File: src/rtl/tick_timer_pkg.sv
// Purpose: shared constants and types of the periodic tick timer
// Assumes: register index times four is the byte address on the bus
// Notes: all registers are eight bits wide in the low byte of a word
package tick_timer_pkg;

  // ----------------------------------------------------------------
  // register indexes (byte address is four times the index)
  // ----------------------------------------------------------------
  localparam logic [5:0] IDX_CLOCK_SOURCE = 6'h07;
  localparam logic [5:0] IDX_TICK_CONTROL = 6'h10;
  localparam logic [5:0] IDX_TICK_SYNC_STATUS = 6'h11;
  localparam logic [5:0] IDX_TICK_IRQ_ENABLE = 6'h12;
  localparam logic [5:0] IDX_TICK_IRQ_FLAGS = 6'h13;
  localparam logic [5:0] IDX_TICK_DEBUG_CONTROL = 6'h15;

  // ----------------------------------------------------------------
  // field positions
  // ----------------------------------------------------------------
  localparam int ENABLE_POS = 0;
  localparam int PERIOD_LSB = 3;
  localparam int PERIOD_MSB = 6;
  localparam int BUSY_POS = 0;
  localparam int EVENT_POS = 0;
  localparam int DEBUG_RUN_POS = 0;

  // ----------------------------------------------------------------
  // codes and reset values
  // ----------------------------------------------------------------
  localparam logic [3:0] PERIOD_OFF = 4'h0;
  localparam logic [3:0] PERIOD_LONGEST = 4'he;
  localparam logic [3:0] PERIOD_RESERVED = 4'hf;
  localparam logic [14:0] PRESCALE_FULL = 15'h7fff;
  localparam logic [1:0] SYNC_EDGES = 2'h2;
  localparam logic [1:0] SRC_INT32K = 2'h0;
  localparam logic [1:0] SRC_INT1K = 2'h1;
  localparam logic [1:0] SRC_CRYSTAL = 2'h2;
  localparam logic [1:0] SRC_EXT_PIN = 2'h3;
  localparam logic [7:0] RESET_BYTE = 8'h00;

  typedef struct packed {
    logic [3:0] period;
    logic enable;
  } tick_ctrl_t;

  typedef struct packed {
    logic [3:0] sync1;
    logic [3:0] sync2;
    logic sel_prev;
    logic [1:0] src;
    tick_ctrl_t pend;
    tick_ctrl_t act;
    logic busy;
    logic [1:0] scnt;
    logic ie;
    logic flag;
    logic dbg_run;
    logic [14:0] cnt;
    logic [31:0] prdata;
    logic pready;
    logic pslverr;
    logic irq;
  } tick_state_t;

endpackage : tick_timer_pkg

File: src/rtl/periodic_tick_timer.sv
// Purpose: periodic tick timer counting a slow real-time clock, with APB registers
// Assumes: slow clock sources arrive as pins and are sampled on pclk
// Notes: the slow clock must be well below half of pclk to be seen edge by edge
//
// Register access over APB was left to the implementer.

// Overview of operation
// - period code 0 none, 1..14 gives 4 to 32768 slow cycles, 15 reserved
// - timer counts and ticks only while control enable bit is one
// - busy bit reads one while a control write is synchronizing
// - interrupt enable bit gates the flag onto the request
// - flag is set each time the selected interval elapses
// - writing one clears the flag, writing zero leaves it
// - debug halt with debug run zero freezes the timer
// - debug run one keeps the timer running during debug halt
// - two-bit source picks 32k, 1k, crystal or external clock pin
// - control writes take effect after two slow clock edges
module periodic_tick_timer (
  input wire logic pclk,
  input wire logic presetn,
  input wire logic psel,
  input wire logic penable,
  input wire logic pwrite,
  input wire logic [7:0] paddr,
  input wire logic [31:0] pwdata,
  output logic [31:0] prdata,
  output logic pready,
  output logic pslverr,
  input wire logic clk_int32k,
  input wire logic clk_int1k,
  input wire logic clk_crystal,
  input wire logic clk_ext_pin,
  input wire logic debug_halt,
  output logic irq
);

  tick_timer_pkg::tick_state_t q, d;

  logic sel_clk;
  logic rtc_edge;
  logic run;
  logic [14:0] mask;
  logic period_valid;
  logic tick_event;
  logic access;
  logic wr;
  logic [5:0] idx;
  logic mapped;

  // ----------------------------------------------------------------
  // slow clock selection and edge detection
  // ----------------------------------------------------------------
  // source clock mux
  always_comb begin
    unique case (q.src)
      tick_timer_pkg::SRC_INT32K: sel_clk = q.sync2[0];
      tick_timer_pkg::SRC_INT1K: sel_clk = q.sync2[1];
      tick_timer_pkg::SRC_CRYSTAL: sel_clk = q.sync2[2];
      tick_timer_pkg::SRC_EXT_PIN: sel_clk = q.sync2[3];
    endcase
  end

  assign rtc_edge = sel_clk & ~q.sel_prev;

  assign run = q.act.enable & ~(debug_halt & ~q.dbg_run);

  assign period_valid = (q.act.period != tick_timer_pkg::PERIOD_OFF) &&
                        (q.act.period != tick_timer_pkg::PERIOD_RESERVED);
  assign mask = tick_timer_pkg::PRESCALE_FULL >>
                (tick_timer_pkg::PERIOD_LONGEST - q.act.period);
  assign tick_event = run & rtc_edge & period_valid & ((q.cnt & mask) == mask);

  // ----------------------------------------------------------------
  // bus decode
  // ----------------------------------------------------------------
  assign idx = paddr[7:2];
  assign access = psel & penable & q.pready;
  assign wr = access & pwrite;
  assign mapped = (idx == tick_timer_pkg::IDX_CLOCK_SOURCE) ||
                  (idx == tick_timer_pkg::IDX_TICK_CONTROL) ||
                  (idx == tick_timer_pkg::IDX_TICK_SYNC_STATUS) ||
                  (idx == tick_timer_pkg::IDX_TICK_IRQ_ENABLE) ||
                  (idx == tick_timer_pkg::IDX_TICK_IRQ_FLAGS) ||
                  (idx == tick_timer_pkg::IDX_TICK_DEBUG_CONTROL);

  // ----------------------------------------------------------------
  // next state
  // ----------------------------------------------------------------
  always_comb begin
    d = q;
    d.sync1 = {clk_ext_pin, clk_crystal, clk_int1k, clk_int32k};
    d.sync2 = q.sync1;
    d.sel_prev = sel_clk;

    if (!q.act.enable) begin
      d.cnt = '0;
    end else if (run && rtc_edge) begin
      d.cnt = q.cnt + 15'h0001;
    end

    // apply pending control after two slow edges
    if (q.busy && rtc_edge) begin
      if (q.scnt == tick_timer_pkg::SYNC_EDGES - 2'h1) begin
        d.act = q.pend;
        d.busy = 1'b0;
        d.scnt = 2'h0;
      end else begin
        d.scnt = q.scnt + 2'h1;
      end
    end

    // one wait state: answer prepared in first access cycle
    d.pready = psel & penable & ~q.pready;
    d.pslverr = psel & penable & ~q.pready & ~mapped;
    if (psel && penable && !q.pready) begin
      d.prdata = '0;
      unique case (idx)
        tick_timer_pkg::IDX_CLOCK_SOURCE: d.prdata[1:0] = q.src;
        tick_timer_pkg::IDX_TICK_CONTROL: begin
          d.prdata[tick_timer_pkg::PERIOD_MSB:tick_timer_pkg::PERIOD_LSB] = q.pend.period;
          d.prdata[tick_timer_pkg::ENABLE_POS] = q.pend.enable;
        end
        tick_timer_pkg::IDX_TICK_SYNC_STATUS: d.prdata[tick_timer_pkg::BUSY_POS] = q.busy;
        tick_timer_pkg::IDX_TICK_IRQ_ENABLE: d.prdata[tick_timer_pkg::EVENT_POS] = q.ie;
        tick_timer_pkg::IDX_TICK_IRQ_FLAGS: d.prdata[tick_timer_pkg::EVENT_POS] = q.flag;
        tick_timer_pkg::IDX_TICK_DEBUG_CONTROL:
          d.prdata[tick_timer_pkg::DEBUG_RUN_POS] = q.dbg_run;
        default: d.prdata = '0;
      endcase
    end

    if (wr) begin
      unique case (idx)
        tick_timer_pkg::IDX_CLOCK_SOURCE: d.src = pwdata[1:0];
        // control write starts a sync; a rewrite restarts it
        tick_timer_pkg::IDX_TICK_CONTROL: begin
          d.pend.period = pwdata[tick_timer_pkg::PERIOD_MSB:tick_timer_pkg::PERIOD_LSB];
          d.pend.enable = pwdata[tick_timer_pkg::ENABLE_POS];
          d.busy = 1'b1;
          d.scnt = 2'h0;
        end
        tick_timer_pkg::IDX_TICK_IRQ_ENABLE: d.ie = pwdata[tick_timer_pkg::EVENT_POS];
        tick_timer_pkg::IDX_TICK_DEBUG_CONTROL:
          d.dbg_run = pwdata[tick_timer_pkg::DEBUG_RUN_POS];
        default: d.src = d.src;
      endcase
    end

    d.flag = (q.flag & ~(wr && idx == tick_timer_pkg::IDX_TICK_IRQ_FLAGS &&
                         pwdata[tick_timer_pkg::EVENT_POS])) | tick_event;

    d.irq = d.flag & d.ie;
  end

  always_ff @(posedge pclk or negedge presetn) begin
    if (!presetn) begin
      q <= '0;
    end else begin
      q <= d;
    end
  end

  assign prdata = q.prdata;
  assign pready = q.pready;
  assign pslverr = q.pslverr;
  assign irq = q.irq;

  // ----------------------------------------------------------------
  // assertions
  // ----------------------------------------------------------------
  property p_no_tick_off_codes;
    @(posedge pclk) disable iff (!presetn)
      (q.act.period == tick_timer_pkg::PERIOD_OFF ||
       q.act.period == tick_timer_pkg::PERIOD_RESERVED) |-> !tick_event;
  endproperty
  a_no_tick_off_codes: assert property (p_no_tick_off_codes)
    else $error("tick event with off or reserved period");

  property p_disabled_silent;
    @(posedge pclk) disable iff (!presetn)
      !q.act.enable |=> (q.cnt == 15'h0000) && !tick_event;
  endproperty
  a_disabled_silent: assert property (p_disabled_silent)
    else $error("disabled timer counts or ticks");

  property p_busy_on_write;
    @(posedge pclk) disable iff (!presetn)
      (wr && idx == tick_timer_pkg::IDX_TICK_CONTROL) |=> q.busy;
  endproperty
  a_busy_on_write: assert property (p_busy_on_write)
    else $error("busy not set after control write");

  property p_no_irq_without_enable;
    @(posedge pclk) disable iff (!presetn)
      !q.ie |-> !q.irq;
  endproperty
  a_no_irq_without_enable: assert property (p_no_irq_without_enable)
    else $error("irq while interrupt disabled");

  property p_event_sets_flag;
    @(posedge pclk) disable iff (!presetn)
      tick_event |=> q.flag;
  endproperty
  a_event_sets_flag: assert property (p_event_sets_flag)
    else $error("tick event did not set flag");

  property p_write_one_clears;
    @(posedge pclk) disable iff (!presetn)
      (wr && idx == tick_timer_pkg::IDX_TICK_IRQ_FLAGS && !tick_event) |=>
        (q.flag == ($past(q.flag) & ~$past(pwdata[0])));
  endproperty
  a_write_one_clears: assert property (p_write_one_clears)
    else $error("flag write one clear misbehaved");

  property p_halt_freezes;
    @(posedge pclk) disable iff (!presetn)
      (debug_halt && !q.dbg_run && q.act.enable) |=> $stable(q.cnt);
  endproperty
  a_halt_freezes: assert property (p_halt_freezes)
    else $error("counter moved during debug halt");

  property p_debug_run_counts;
    @(posedge pclk) disable iff (!presetn)
      (debug_halt && q.dbg_run && q.act.enable && rtc_edge) |=>
        (q.cnt == $past(q.cnt) + 15'h0001);
  endproperty
  a_debug_run_counts: assert property (p_debug_run_counts)
    else $error("counter stalled with debug run set");

  property p_sync_two_edges;
    @(posedge pclk) disable iff (!presetn)
      $fell(q.busy) |-> $past(rtc_edge) && ($past(q.scnt) == 2'h1);
  endproperty
  a_sync_two_edges: assert property (p_sync_two_edges)
    else $error("control applied before two slow edges");

  property p_irq_level;
    @(posedge pclk) disable iff (!presetn)
      q.irq == (q.flag && q.ie);
  endproperty
  a_irq_level: assert property (p_irq_level)
    else $error("irq does not follow flag and enable");

endmodule : periodic_tick_timer

File: config.mk
export PLATFORM = sky130hd
export DESIGN_NAME = periodic_tick_timer
export DESIGN_NICKNAME = d
export VERILOG_FILES = /design/src/rtl/tick_timer_pkg.sv /design/src/rtl/periodic_tick_timer.sv
export SDC_FILE = /design/constraint.sdc
export NUM_CORES = 1
export LEC_CHECK = 0
export BUFFER_PORTS_ARGS = -buffer_cell sky130_fd_sc_hd__buf_2
export CAP_MARGIN = 20
export CORE_UTILIZATION = 51
export CTS_CLUSTER_SIZE = 20
export DETAILED_ROUTE_END_ITERATION = 8
export GPL_TIMING_DRIVEN = 0
export PLACE_DENSITY_LB_ADDON = 0.08
export SETUP_SLACK_MARGIN = 0.1
export SLEW_MARGIN = 10
export SYNTH_ARGS = -nofsm -noshare
export SYNTH_HDL_FRONTEND = slang
export SYNTH_SLANG_ARGS = --single-unit
File: constraint.sdc
create_clock -name pclk -period 2.4 [get_ports pclk]
set_clock_uncertainty 0.15 [all_clocks]
set_input_delay 0.36 -clock pclk [delete_from_list [all_inputs] [get_ports pclk]]
set_output_delay 0.36 -clock pclk [all_outputs]
set_load 0.03 [all_outputs]
# Word-level counts from Yosys, hierarchy flattened
# Index checks and enable logic that the tools add are counted.
[totals]
elab_cells = 87
input_bits = 50
output_inout_bits = 35
regBits = 51
[op_classes]
n_bitwise = 21
n_mux = 12
n_eq_ne = 13
shifts = 1
n_reduce_logical = 19
n_addsub = 3
[ops]
columns = ["op", "count"]
rows = [
  ["== test 6 x 5 -> 1 bit, second input constant", 5],
  ["2-to-1 mux 15 bit", 2],
  ["adder 15 x 1 -> 15 bit, second input constant", 1],
  ["AND 15 bit", 1],
  ["== test 15 bit", 1],
  [">> shifter 15 x 4 -> 15 bit, first input constant", 1],
  ["AND 1 bit", 13],
  ["2-to-1 mux 4 bit", 2],
  ["AND reduction 2 bit", 4],
  ["logical AND 1 bit", 7],
  ["== test 6 x 3 -> 1 bit, second input constant", 1],
  ["2-to-1 mux 3 bit", 2],
  ["inverter 1 bit", 6],
  ["case mux 1 bit (6 select lines)", 1],
  ["logical OR 1 bit", 5],
  ["== test 2 x 1 -> 1 bit, second input constant", 2],
  ["== test 2 bit, second input constant", 2],
  ["inequality test 4 bit, second input constant", 1],
  ["case mux 1 bit (4 select lines)", 1],
  ["nonzero test 4 bit", 1],
  ["subtractor 4 bit, first input constant", 1],
  ["2-to-1 mux 1 bit", 3],
  ["adder 2 x 1 -> 2 bit, second input constant", 1],
  ["logical NOT 2 bit", 1],
  ["4 further kinds", 4],
]

# Logic depth before layout (Yosys ltp)
[logic_depth]
word_depth = 9
ltp_mapped = 8
mapped_depth_nobuf = 8

# Worst setup path before layout
# No wires, ideal clock.
[synth_path]
path_type = "register to register"
start = "reg q[58] (netlist bit)"
end = "reg q, in the netlist irq"
period_less_slack_ps = 2013
path_stages_with_launch = 9
setup_ps = 66
required_time_ps = 2184
n_path_buf = 0
path_slack_ps = 387
arrival_ps = 1797
path_cell_list = "dfrtp_1 > ha_1 > inv_1 > ha_1 > o22ai_1 > a211o_1 > o41ai_1 > a32o_1 > and2_1"
[synth_lines]
columns = ["item", "line_no", "source"]
rows = [
  ["start, declared", "periodic_tick_timer.sv:37", "tick_timer_pkg::tick_state_t q, d;"],
  ["start signal, assigned", "periodic_tick_timer.sv:157", "q <= '0;"],
  ["start signal, assigned", "periodic_tick_timer.sv:159", "q <= d;"],
]

==> impl_results.md <==
- Status: completed
- Final Power: 1.631 mW
- Final HPWL DP: 3737 um
- Buffers added on ports: 29
- Crit path launch type: flop
- P_leak: 1.572 nW
- Synthesized flop and latch total: 51
- Pwr dens: 499.3 nW/um2
- Post-synthesis cell area: 2696 um2
- CP endpoint kind: flop
- Crit Path Class: flop to flop
- Worst slew margin: 51.94%
- Critical R2R Launch: q[57]$_DFFE_PN0P_
- DP Worst Slack: 0.02179 ns
- Ranking of synthesized cells by area: dfrtp_1, buf_4, mux2_2
- Final net count: 385
- 1st-iter DRT viols: 71
- Total gr overflow: 0
- HP Class: primary input to flop
- Register area share after synthesis: 47.33%
- Die footprint: 5582 um2
- Worst min-delay path startpoint: pwdata[3]
- Die Width: 74.71 um
- # DRC: 0
- Hold slack final: 0.1316 ns
- Ant diodes: 0
- Via Count: 1977
- VDD IR max: 0.0003849 V
- Vias in the first global route: 1926
- Post-synth EDFFs: 0
- Share of post-route cells with drive strength above 1: 32.42%
- Clock-pin slew on the worst setup and hold paths: 0.09 ns
- Remaining antenna violation count after routing: 0
- Max-slew violation count: 0
- Path depth of the worst reg2reg path: 8
- DR WL/cell: 13.12 um
- Tcrit/Tclk final: 92.43%
- GP Congestion: 0.7591
- Initial DRT Pass Iterations: 4
- Row cnt: 26
- Asr flop ratio synth: 100.0%
- Initial core utilization: a little over half
- Yosys warns: 0
- Slack of the critical path: 0.1816 ns
- Htree depth: 2
- Top FF cell, synth: dfrtp_1
- Largest net degree at the start of global routing: 35
- Count leader, synth: dfrtp_1
- # clock sinks: 51
- Tot GR Track Use: 21.56%
- Worst Hold Path EP: q[62]$_DFFE_PN0P_
- TNS Setup: 0 ns
- Max-capacitance violation count: 0
- Data arrival, critical path: 2.32 ns
- Die Height: 74.71 um
- Min Tclk post-route: 2.218 ns
- Synth top area share: 47.33%
- Synth-to-layout area growth: 21.11%
- Worst Path Max Fanout: 5
- Worst path top cell family by delay: compound AO/OA/AOI/OAI gates
- Clk buf depth: 2
- Max incr delay on CP: 0.44 ns
- TritonCTS Buffers: 5
- Number of vias per cell: a little under 5
- Commonest cells post-synth: dfrtp_1, buf_4, nand2_1
- Avg Cell Area, Syn: 10.41 um2
- Routed wire length: 5249 um
- Highest clock rate: between 400 and 500 MHz
- Core area: about 5100 um2
- WP data required: between 2 and 3 ns
- I/O pins: between 80 and 90
- Worst hold stages: 2
- Synth cell types: 46
- Post-Syn Instances: 259
- CP most frequent cell: ha_4
- Initial antenna violation count: 0
- RSZ-0062 raised after global routing: no
- Worst path slowest cell: dfrtp_1
- Yosys top cell by area: dfrtp_1
- Clock latency on the worst-skew pair: 0.30 ns
- Slew of the pin with the lowest slew margin: between 0.7 and 0.8 ns
- Setup violators final: 0
- Hold Violations, Final: 0
- Worst R2R Setup Slack: 0.18 ns
- Crit-path cells: ha_4 -> inv_2 -> ha_4 -> o22ai_1 -> a211o_1 -> o41ai_4 -> a32o_2 -> and2_1
- CP Buf/Inv Count: 1
- First-pass GRT wire length: 9073 um
- R2R Path End: irq$_DFF_PN0_
- Root buffer cell: clkbuf_8
- CTS tree: built
flip-flops by register name, indices dropped and copies added (netlist names):
| register | count |
|---|---|
| d | 4 |
| irq | 1 |
| prdata | 6 |
| pready | 1 |
| pslverr | 1 |
| q | 38 |
metal layers:
layer  global-route usage [%]  routed length (um)  up-vias
li1                         -                   -      994
met1                    27.86                2411      924
met2                    36.04                2562       49
met3                    5.087                 199       10
met4                    6.709                  76        0
met5                        0                   0        -
power breakdown:
group | switching (mW) | internal, mW | total (mW)
sequential | 0.0132 | 0.879 | 0.892
combinational | 0.120 | 0.0695 | 0.189
clock | 0.287 | 0.263 | 0.549
total | 0.419 | 1.21 | 1.63
worst register-to-register path: cells and delay by family, from the launching register on:
kind / cells / cell delay [ns]
compound gates: 4 / 0.95
simple gates: 1 / 0.13
fa+ha+maj: 2 / 0.45
flops: 1 / 0.44
buf+inv: 1 / 0.04
worst max path at each step:
stage	start	slack (ns)	end	cells past startpoint
after floorplan	q[58]$_DFFE_PN0P_	0.39	irq$_DFF_PN0_	8
after global placement	q[58]$_DFFE_PN0P_	0.06	irq$_DFF_PN0_	8
after detailed placement	q[58]$_DFFE_PN0P_	0.02	irq$_DFF_PN0_	8
after CTS	q[58]$_DFFE_PN0P_	0.11	irq$_DFF_PN0_	8
after global routing	q[57]$_DFFE_PN0P_	0.09	irq$_DFF_PN0_	8
final	q[57]$_DFFE_PN0P_	0.18	irq$_DFF_PN0_	8
repair_timing:
action                                 4_1_cts  5_1_grt
pin swaps                                    0        5
resized for setup                            1        7
endpoints found under the hold margin       21        0
setup buffers                                0        3
setup endpoints to repair                    1        2
hold buffers                                 5        0
cells by family after synthesis:
| family | count (synthesis) | synth area share (%) |
|---|---|---|
| AO/OA/AOI/OAI | 31 | 7.889 |
| XOR/XNOR | 11 | 3.573 |
| adder cells (fa/ha/maj) | 6 | 2.784 |
| buffers and inverters | 45 | 10.86 |
| flip-flops | 51 | 47.33 |
| multiplexers | 17 | 7.053 |
| other | 1 | 0.1391 |
| AND/OR/NAND/NOR | 97 | 20.37 |
metrics by stage:
stage                     instance area, um2  instances  utilization, %
after floorplan                         2790        284               -
after CTS                               3204        397           62.74
after detailed placement                3043        384           59.58
final                                   3266        400           63.94
after global routing                    3266        400           63.94
after global placement                  3023        383           59.19
placed cells by master, fill, tap and decap left out, drive strengths merged, types with 3 or more instances in the layout:
cell type	count
nand3b	4
and4	4
mux2	16
nand2	25
and2	6
o21ai	4
dfrtp	51
nand4	9
or3	3
clkbuf	10
o22ai	3
nor3	3
o31ai	3
nand3	9
ha	6
nor2	14
or4	3
xor2	9
and3	4
conb	26
inv	8
a21oi	10
buf	67
nand2b	8
dlygate4sd3	5
area by class of cell:
| cell class | count | area, um2 |
|---|---|---|
| well taps | 70 | 87.58 |
| fillers | 441 | 1842 |
| multi-input cells | 188 | 1266 |
| clock inverters | 1 | 7.507 |
| plain buffers | 37 | 262.8 |
| flip-flops and latches | 51 | 1277 |
| repair buffers | 38 | 237.7 |
| clock buffers | 7 | 96.34 |
| inverters | 8 | 30.03 |
(Power assumes the default switching activity.)
